**src/tcs_pkg.sv**
```systemverilog
// tcs_pkg: shared constants, types and structs for the timecode chase
// sequencer. assumes a 100 MHz system clock and a frame-rate tick input.
package tcs_pkg;

  // ---------------------------------------------------------------
  // widths
  // ---------------------------------------------------------------
  localparam int FRAME_W = 24;
  localparam int IDX_W = 8;
  localparam int EVDATA_W = 16;

  // ---------------------------------------------------------------
  // timing
  // ---------------------------------------------------------------
  localparam int CLK_MHZ = 100;
  localparam int PKT_BYTES = 128;          // bytes per download packet
  localparam int PKT_GAP_MS = 50;          // host gap between packets
  localparam int TIMEOUT_MS = 1000;        // host timeout, 1 second
  localparam int RESP_WAIT_MS = 1;         // device answer delay bound
  localparam int RESP_WAIT_CYC = RESP_WAIT_MS * CLK_MHZ * 1000;

  // ---------------------------------------------------------------
  // reset values
  // ---------------------------------------------------------------
  localparam logic [FRAME_W-1:0] FRAME_FIRST = 24'h000001;
  localparam logic [FRAME_W-1:0] FRAME_ZERO = 24'h000000;
  localparam logic [IDX_W-1:0] IDX_ZERO = 8'h00;

  // ---------------------------------------------------------------
  // types
  // ---------------------------------------------------------------
  typedef enum logic [1:0] {
    TCS_MODE_FREE = 2'b00,
    TCS_MODE_SCRUB = 2'b01,
    TCS_MODE_STOPJ = 2'b10
  } tcs_mode_e;

  typedef enum logic [2:0] {
    TCS_ST_IDLE = 3'b000,
    TCS_ST_ARMED = 3'b001,
    TCS_ST_RUN = 3'b010,
    TCS_ST_SEEK = 3'b011,
    TCS_ST_HALT = 3'b100
  } tcs_state_e;

  // event as presented by the show memory
  typedef struct packed {
    logic [FRAME_W-1:0] time_f;
    logic [EVDATA_W-1:0] data;
    logic last;
  } tcs_event_s;

  // word leaving the sequencer toward the executor
  typedef struct packed {
    logic [IDX_W-1:0] idx;
    logic [EVDATA_W-1:0] data;
  } tcs_exec_s;

  localparam int EXEC_W = IDX_W + EVDATA_W;

endpackage : tcs_pkg

```
**src/tcs_seq.sv**
```systemverilog
// tcs_seq: sequence engine that walks a timestamped event list, either
// on its own frame count or chasing external timecode, plus the device
// end of the packetised download. assumes frame ticks and timecode come
// from logic on the same clock; serial download bytes come from an uart.
//
// Contract
// - free mode runs immediately on start
// - chase start only arms until timecode passes
// - current frame is timecode minus start time
// - jump only when skip exceeds tolerance
// - on jump rewind, seek first event not earlier
// - seeking passes events without executing them
// - scrub mode stops only on reset
// - stop-on-jump halts at last event or jump
// - restart needs timecode below start plus start
// - chase modes ignore loop and restart options
// - link carries 9-bit default or 8-bit
// - sequence time starts at one, +1 per tick
// - events at or before current frame run now
`timescale 1ns/1ps
module tcs_seq #(
  parameter int PKT_LEN = tcs_pkg::PKT_BYTES,
  parameter int RESP_CYC = tcs_pkg::RESP_WAIT_CYC
) (
  input wire logic i_clk,
  input wire logic i_nrst,
  input wire logic i_frame_tick,
  input wire logic i_start,
  input wire logic i_reset_cmd,
  input wire tcs_pkg::tcs_mode_e i_mode,
  input wire logic i_loop_en,
  input wire logic i_restart_en,
  input wire logic [tcs_pkg::FRAME_W-1:0] i_start_frame,
  input wire logic [tcs_pkg::FRAME_W-1:0] i_tc_frame,
  input wire logic i_tc_valid,
  input wire logic [7:0] i_tolerance,
  output logic [tcs_pkg::IDX_W-1:0] o_ev_idx,
  input wire tcs_pkg::tcs_event_s i_ev,
  output logic o_exec_valid,
  input wire logic i_exec_ready,
  output tcs_pkg::tcs_exec_s o_exec,
  output tcs_pkg::tcs_state_e o_state,
  output logic [tcs_pkg::FRAME_W-1:0] o_cur_frame,
  output logic o_jump,
  input wire logic i_dl_mode8,
  input wire logic i_rx_valid,
  input wire logic [8:0] i_rx_char,
  output logic o_wr_en,
  output logic [15:0] o_wr_addr,
  output logic [7:0] o_wr_data,
  output logic o_ack
);
  import tcs_pkg::*;

  // ---------------------------------------------------------------
  // sequencer state
  // ---------------------------------------------------------------
  tcs_state_e st_r, st_nxt;
  logic [FRAME_W-1:0] frame_r, frame_nxt;
  logic [FRAME_W-1:0] last_tc_r;
  logic tc_seen_r;
  logic [IDX_W-1:0] idx_r, idx_nxt;
  logic done_r, done_nxt; // list played out in scrub mode
  logic in_ready;

  // chase arithmetic in frames
  wire chase = (i_mode != TCS_MODE_FREE);
  wire tc_past = i_tc_valid && (i_tc_frame > i_start_frame);
  wire tc_below = i_tc_valid && (i_tc_frame < i_start_frame);
  wire [FRAME_W-1:0] tc_rel = i_tc_frame - i_start_frame;
  wire [FRAME_W-1:0] tc_exp = last_tc_r + FRAME_FIRST;
  wire [FRAME_W-1:0] tc_fwd = i_tc_frame - tc_exp;
  wire [FRAME_W-1:0] tc_back = tc_exp - i_tc_frame;
  wire [FRAME_W-1:0] tol_w = {{(FRAME_W-8){1'b0}}, i_tolerance};
  wire tc_skip = (i_tc_frame >= tc_exp) ? (tc_fwd > tol_w)
                                        : (tc_back > tol_w);
  // jump only past the dropout tolerance
  wire jump = chase && i_tc_valid && tc_seen_r && tc_skip;

  // event due at or before the current frame
  wire ev_due = (i_ev.time_f <= frame_r);
  wire ev_reached = (i_ev.time_f >= frame_r);
  // a played-out scrub list is not executed again until a jump rewinds it
  wire fire = (st_r == TCS_ST_RUN) && ev_due && in_ready && !jump
              && !done_r;
  // loop/restart only honoured in free mode
  wire relaunch = !chase && (i_loop_en || i_restart_en);

  assign o_ev_idx = idx_r;
  assign o_state = st_r;
  assign o_cur_frame = frame_r;
  assign o_jump = jump;

  // next state and counters
  always_comb begin
    st_nxt = st_r;
    frame_nxt = frame_r;
    idx_nxt = idx_r;
    done_nxt = done_r;
    case (st_r)
      TCS_ST_IDLE: begin
        if (i_start && !chase) begin
          st_nxt = TCS_ST_RUN;
          frame_nxt = FRAME_FIRST;
          idx_nxt = IDX_ZERO;
        end else if (i_start) begin
          st_nxt = TCS_ST_ARMED;
          idx_nxt = IDX_ZERO;
        end
      end
      TCS_ST_ARMED: begin
        if (tc_past) begin
          st_nxt = TCS_ST_RUN;
          frame_nxt = tc_rel;
        end
      end
      TCS_ST_RUN: begin
        if (jump && i_mode == TCS_MODE_STOPJ) begin
          st_nxt = TCS_ST_HALT;
        end else if (jump) begin
          st_nxt = TCS_ST_SEEK;
          done_nxt = 1'b0;
          idx_nxt = IDX_ZERO;
          frame_nxt = tc_rel;
        end else begin
          if (chase && i_tc_valid) frame_nxt = tc_rel;
          else if (!chase && i_frame_tick) frame_nxt = frame_r + FRAME_FIRST;
          if (fire && i_ev.last) begin
            if (i_mode == TCS_MODE_STOPJ) begin
              st_nxt = TCS_ST_HALT;
            end else if (i_mode == TCS_MODE_SCRUB) begin
              st_nxt = TCS_ST_RUN;
              done_nxt = 1'b1; // keep running, no refire
            end else if (relaunch) begin
              idx_nxt = IDX_ZERO;
              frame_nxt = FRAME_FIRST;
            end else begin
              st_nxt = TCS_ST_IDLE;
            end
          end else if (fire) begin
            idx_nxt = idx_r + 8'h01;
          end
        end
      end
      TCS_ST_SEEK: begin
        // walk forward, nothing goes to the executor
        if (chase && i_tc_valid) frame_nxt = tc_rel;
        if (ev_reached || i_ev.last) st_nxt = TCS_ST_RUN;
        else idx_nxt = idx_r + 8'h01;
      end
      TCS_ST_HALT: begin
        if (i_start && tc_below) begin
          st_nxt = TCS_ST_ARMED;
          idx_nxt = IDX_ZERO;
        end
      end
      default: st_nxt = TCS_ST_IDLE;
    endcase
    if (i_reset_cmd) begin
      st_nxt = TCS_ST_IDLE;
      idx_nxt = IDX_ZERO;
      frame_nxt = FRAME_ZERO;
      done_nxt = 1'b0;
    end
  end

  // sequencer registers
  always_ff @(posedge i_clk or negedge i_nrst) begin
    if (!i_nrst) begin
      st_r <= TCS_ST_IDLE;
      frame_r <= FRAME_ZERO;
      idx_r <= IDX_ZERO;
      last_tc_r <= FRAME_ZERO;
      tc_seen_r <= 1'b0;
      done_r <= 1'b0;
    end else begin
      st_r <= st_nxt;
      frame_r <= frame_nxt;
      idx_r <= idx_nxt;
      done_r <= done_nxt;
      if (i_tc_valid) last_tc_r <= i_tc_frame;
      if (i_tc_valid) tc_seen_r <= 1'b1;
    end
  end

  // executed events go through the two-entry buffer
  tcs_exec_s ex_in;
  assign ex_in.idx = idx_r;
  assign ex_in.data = i_ev.data;

  tcs_buf2 #(.W(EXEC_W)) u_buf (
    .i_clk(i_clk),
    .i_nrst(i_nrst),
    .i_in_valid(fire),
    .o_in_ready(in_ready),
    .i_in_data(ex_in),
    .o_out_valid(o_exec_valid),
    .i_out_ready(i_exec_ready),
    .o_out_data(o_exec)
  );

  // ---------------------------------------------------------------
  // download receiver
  // ---------------------------------------------------------------
  logic [15:0] addr_r;
  logic [7:0] pcnt_r;
  logic wr_r;
  logic [7:0] wd_r;
  logic ack_r;
  logic [31:0] rwait_r;
  logic pend_r;

  // 9-bit mode: bit 8 marks packet start; 8-bit mode: raw byte stream
  wire mark9 = !i_dl_mode8 && i_rx_char[8];
  wire take = i_rx_valid && !mark9;
  wire pkt_done = take && (pcnt_r == 8'(PKT_LEN - 1));

  assign o_wr_en = wr_r;
  assign o_wr_addr = addr_r;
  assign o_wr_data = wd_r;
  assign o_ack = ack_r;

  // store bytes, answer once per packet well inside host timeout
  always_ff @(posedge i_clk or negedge i_nrst) begin
    if (!i_nrst) begin
      addr_r <= 16'h0000;
      pcnt_r <= 8'h00;
      wr_r <= 1'b0;
      wd_r <= 8'h00;
      ack_r <= 1'b0;
      rwait_r <= 32'h0;
      pend_r <= 1'b0;
    end else begin
      wr_r <= 1'b0;
      ack_r <= 1'b0;
      if (wr_r) addr_r <= addr_r + 16'h0001;
      if (i_rx_valid && mark9) begin
        pcnt_r <= 8'h00;
        addr_r <= {i_rx_char[7:0], 8'h00};
      end else if (take) begin
        wr_r <= 1'b1;
        wd_r <= i_rx_char[7:0];
        pcnt_r <= pkt_done ? 8'h00 : pcnt_r + 8'h01;
      end
      if (pkt_done) begin
        pend_r <= 1'b1;
        rwait_r <= 32'h0;
      end else if (pend_r) begin
        rwait_r <= rwait_r + 32'h1;
        if (rwait_r >= 32'(RESP_CYC - 1) || !i_rx_valid) begin
          pend_r <= 1'b0;
          ack_r <= 1'b1;
        end
      end
    end
  end
endmodule : tcs_seq

```
**src/tcs_buf2.sv**
```systemverilog
// tcs_buf2: two-entry buffer with valid/ready on both sides.
// assumes one clock and an asynchronous active-low reset.
`timescale 1ns/1ps
module tcs_buf2 #(
  parameter int W = 8
) (
  input wire logic i_clk,
  input wire logic i_nrst,
  input wire logic i_in_valid,
  output logic o_in_ready,
  input wire logic [W-1:0] i_in_data,
  output logic o_out_valid,
  input wire logic i_out_ready,
  output logic [W-1:0] o_out_data
);
  logic [W-1:0] mem_r [2];
  logic wp_r;
  logic rp_r;
  logic [1:0] cnt_r;
  wire push = i_in_valid && o_in_ready;
  wire pop = o_out_valid && i_out_ready;

  // full and empty flags from the occupancy count
  assign o_in_ready = (cnt_r != 2'h2);
  assign o_out_valid = (cnt_r != 2'h0);
  assign o_out_data = mem_r[rp_r];

  // storage and pointers
  always_ff @(posedge i_clk or negedge i_nrst) begin
    if (!i_nrst) begin
      wp_r <= 1'b0;
      rp_r <= 1'b0;
      cnt_r <= 2'h0;
      mem_r[0] <= '0;
      mem_r[1] <= '0;
    end else begin
      if (push) begin
        mem_r[wp_r] <= i_in_data;
        wp_r <= ~wp_r;
      end
      if (pop) rp_r <= ~rp_r;
      cnt_r <= cnt_r + {1'b0, push} - {1'b0, pop};
    end
  end
endmodule : tcs_buf2

```
**config.mk**
```make
export PLATFORM = sky130hd
export DESIGN_NAME = tcs_seq
export DESIGN_NICKNAME = d
export VERILOG_FILES = /design/src/tcs_pkg.sv /design/src/tcs_seq.sv /design/src/tcs_buf2.sv
export SDC_FILE = /design/constraint.sdc
export NUM_CORES = 1
export LEC_CHECK = 0
export ABC_AREA = 1
export BUFFER_PORTS_ARGS = -buffer_cell sky130_fd_sc_hd__clkbuf_2
export CAP_MARGIN = 5
export CORE_MARGIN = 4
export CORE_UTILIZATION = 65
export CTS_CLUSTER_SIZE = 25
export DETAILED_ROUTE_END_ITERATION = 12
export PLACE_DENSITY = 0.95
export RECOVER_POWER = 50
export SLEW_MARGIN = 0
export SYNTH_ARGS = -nofsm -noshare
export SYNTH_HDL_FRONTEND = slang
export SYNTH_SLANG_ARGS = --single-unit
export TNS_END_PERCENT = 50
```
**constraint.sdc**
```tcl
create_clock -name i_clk -period 14.1 [get_ports i_clk]
set_input_delay 0.705 -clock i_clk [delete_from_list [all_inputs] [get_ports i_clk]]
set_output_delay 0.705 -clock i_clk [all_outputs]
set_load 0.1 [all_outputs]
```
==> metrics <==
initial antenna violation count 0; final setup vio count 0; Cell Rows 57; sequential share of the synthesized area around 28%; R2R depth 33; r2r startpoint last_tc_r[2]$_DFFE_PN0P_; multiplexer share of the synthesized area 0%; cell taking the most area after synthesis dfrtp_1; CTS Hold Bufs 0; Die Footprint about 0.027 sq mm; synthesized area 0.0159 sq mm; Setup crit end kind output port; wire per inst 15.7 um; crit-path most repeated cell nand2_1; Worst-Skew Late Latency around 0.45 ns; Synth area leaders dfrtp_1 (28%), nand2_1 (20%), ha_1 (9.7%); Post-Synth Simple-Gate Area between 30% and 40%; Ant. Diodes 0; Clock Sinks 180; Worst Tran Pin Value approximately 3.5 ns; CTS HTree Levels 4; Vias between 15,000 and 20,000; Reg clk slew, reported paths around 0.07 ns; violated checks capacitance limit, slew limit; Hold WS ~0.46 ns; vias per cell approximately 5.7; complex-gate fraction of the synthesized area a little under an eighth; net count after synthesis approximately 2,800; drt total wl about 47 mm; Crit Path Category reg -> out; end of the critical path o_jump; post-route antenna net violation count 0; largest net degree at the start of global routing 70; worst vdd ir roughly 170 uV; Final min period approximately 6.4 ns; Leak slightly below 0.01 uW; xor/xnor cell area share of the yosys netlist about 4.7%; largest family of logic cells by synthesized area simple AND/OR/NAND/NOR gates; GP Congestion between 1 and 1.5; YS warnings 0; Final TNS setup 0 ns; Nets slightly below 3,000; Setup Skew 0.0203 ns; I/O pin cnt 206; CP startpoint last_tc_r[2]$_DFFE_PN0P_; Post-synth EDFFs 0; Async SR Flop Fraction 100%; Max Freq 157 MHz; first drt pass iteration count 9; Req. time, crit path ~13 ns; post-synth cell types 53; Filler Cell Count ~2,000; core area around 0.024 sq mm; die height 165 um; CTS buffer count 17; Syn Area/Cell approximately 6.4 sq um; synthesized flop and latch total 180; Post-Syn Instances roughly 2,500; input/output buffers between 200 and 250; DIE WIDTH 165 um; Final period util about 45%; relative slew slack -134%; Initial Util between 60% and 70%; min-delay worst type reg -> reg; DPL Wire Length 36.8 mm; Post-Synth Adder-Cell Area between 10% and 20%; CP startpoint kind flop; pwr dens between 100 and 150 mW/mm^2; RSZ-0062 raised after global routing false; CTS root buf clkbuf_16; post-synth top area share around 28%; hold_sp tc_seen_r$_DFFE_PN0P_; CP max stage cell clkbuf_2; slowest stage delay, CP 0.49 ns; # Post-CTS Setup Buffers 0; DRC viols 0; first-pass GRT wire length 77.3 mm; Max Buffers Root-to-Sink 2; Worst Path Max Fanout 19; Main synth FF type dfrtp_1; GRT Residual Overflow 0; Non-Filler Instances between 3,000 and 4,000; status finished with violations; total of max-cap violations 3; Hold Fails Final Rpt 0; area delta synth->final 11.0%; # resized after CTS 0; reg2reg end o_cur_frame[4]$_DFFE_PN0P_; All-Layer GR Usage 34.6%; TritonCTS clock tree built; number of global-route vias before repair roughly 17,000; Slew Viols, Final 164; crit path DAT 5.67 ns; number of DRC markers in iteration 0 ~1,700; FF-to-FF setup slack between 7 and 8 ns; dpl cells roughly 3,000; layout cells sized above 1 roughly a tenth
[routing by layer]
metal	GRT usage [%]	up-vias	routed length (um)	share of wire (%)
met3	4.59	140	3940	8.3
met1	43.5	7853	18900	40
met5	0	-	0	0
met4	13.2	0	1590	3.3
met2	60.7	901	22900	48
li1	-	8239	-	-
[how the worst min path moves through the flow]
stage | end | slack [ns] | depth (start not counted)
5_1_grt | tc_seen_r$_DFFE_PN0P_ | 0.47 | 2
2_1_floorplan | done_r$_DFFE_PN0P_ | 0.41 | 0
3_5_place_dp | tc_seen_r$_DFFE_PN0P_ | 0.45 | 2
6_report | tc_seen_r$_DFFE_PN0P_ | 0.46 | 2
4_1_cts | u_buf.mem_r[3]$_DFFE_PN0P_ | 0.22 | 1
3_3_place_gp | tc_seen_r$_DFFE_PN0P_ | 0.43 | 2
[layout make-up]
class / instances / area (sq um) / share of cell area [%]
well taps: 324 / 405 / 2.29
flip-flops and latches: 180 / 4500 / 25.4
repair buffers: 212 / 1010 / 5.73
inverters: 431 / 1620 / 9.14
multi-input cells: 1838 / 9560 / 54.0
clock buffers: 17 / 425 / 2.40
clock inverters: 15 / 175 / 0.990
[cells in the mapped netlist (all sizes together) (3+ instances only)]
cell,n
a211oi,5
a21o,4
a21oi,109
a31oi,6
and3,5
buf,24
clkbuf,33
clkinv,6
dfrtp,180
fa,3
ha,123
inv,425
nand2,869
nand3,140
nand3b,3
nand4,38
nor2,180
nor3,44
nor4,10
o211ai,10
o21a,5
o21ai,151
o21bai,12
o221ai,3
o22ai,5
o31ai,4
or2,10
xnor2,19
xor2,66
[metrics by stage]
step | total power (uW) | util, % | area, sq um | setup slack, ns
6_report | 2510 | 73.0 | 17700 | 7.73
5_1_grt | 2650 | 73.0 | 17700 | 7.00
4_1_cts | 2500 | 73.3 | 17800 | 7.79
3_5_place_dp | 2010 | 70.8 | 17200 | 8.00
3_3_place_gp | 1970 | 70.8 | 17200 | 8.33
2_1_floorplan | 1710 | - | 15900 | 9.08
[sequential cells by signal (all words and copies together), names as in the netlist]
register,count
o_cur_frame,24
o_ev_idx,8
o_wr_data,8
last_tc_r,24
o_wr_en,1
u_buf.mem_r,48
rwait_r,32
o_ack,1
u_buf.cnt_r,2
tc_seen_r,1
pcnt_r,8
pend_r,1
u_buf.wp_r,1
o_state,3
o_wr_addr,16
u_buf.rp_r,1
done_r,1
[cell families (layout without fill, tap and decap cells)]
group	count (synthesis)	in the layout
AND/OR/NAND/NOR	1304	1304
buffers and inverters	488	675
AO/OA/AOI/OAI	323	323
flip-flops	180	180
adder cells (fa/ha/maj)	126	126
XOR/XNOR	85	85
[placed cells by master (no fill, tap or decap), types with 10 or more instances in the layout]
cell,instances
nor3_1,43
clkbuf_2,159
a21oi_1,109
xnor2_1,19
clkbuf_16,17
dfrtp_1,180
inv_2,17
inv_1,408
o21ai_0,111
nor2_1,162
nand3_1,136
o211ai_1,10
nor4_1,10
nand2_1,862
o21bai_1,12
clkbuf_1,48
ha_1,123
o21ai_1,35
nor2_2,17
xor2_1,66
nand4_1,38
[worst max-delay path: cells and delay by family, from the launching register on]
| kind | cells | cell delay [ns] |
|---|---|---|
| fa+ha+maj | 1 | 0.43 |
| simple gates | 24 | 3.41 |
| buf+inv | 5 | 0.80 |
| xor+xnor | 1 | 0.19 |
| flops | 1 | 0.39 |
[report_power, final]
| group | internal (uW) | switching (uW) | total, uW | leakage (uW) |
|---|---|---|---|---|
| Sequential | 605 | 103 | 709 | 0.00233 |
| Clock | 241 | 249 | 490 | 0.000294 |
| Combinational | 300 | 1010 | 1310 | 0.00718 |
| Total | 1150 | 1370 | 2510 | 0.00981 |
(Power assumes the default switching activity.)
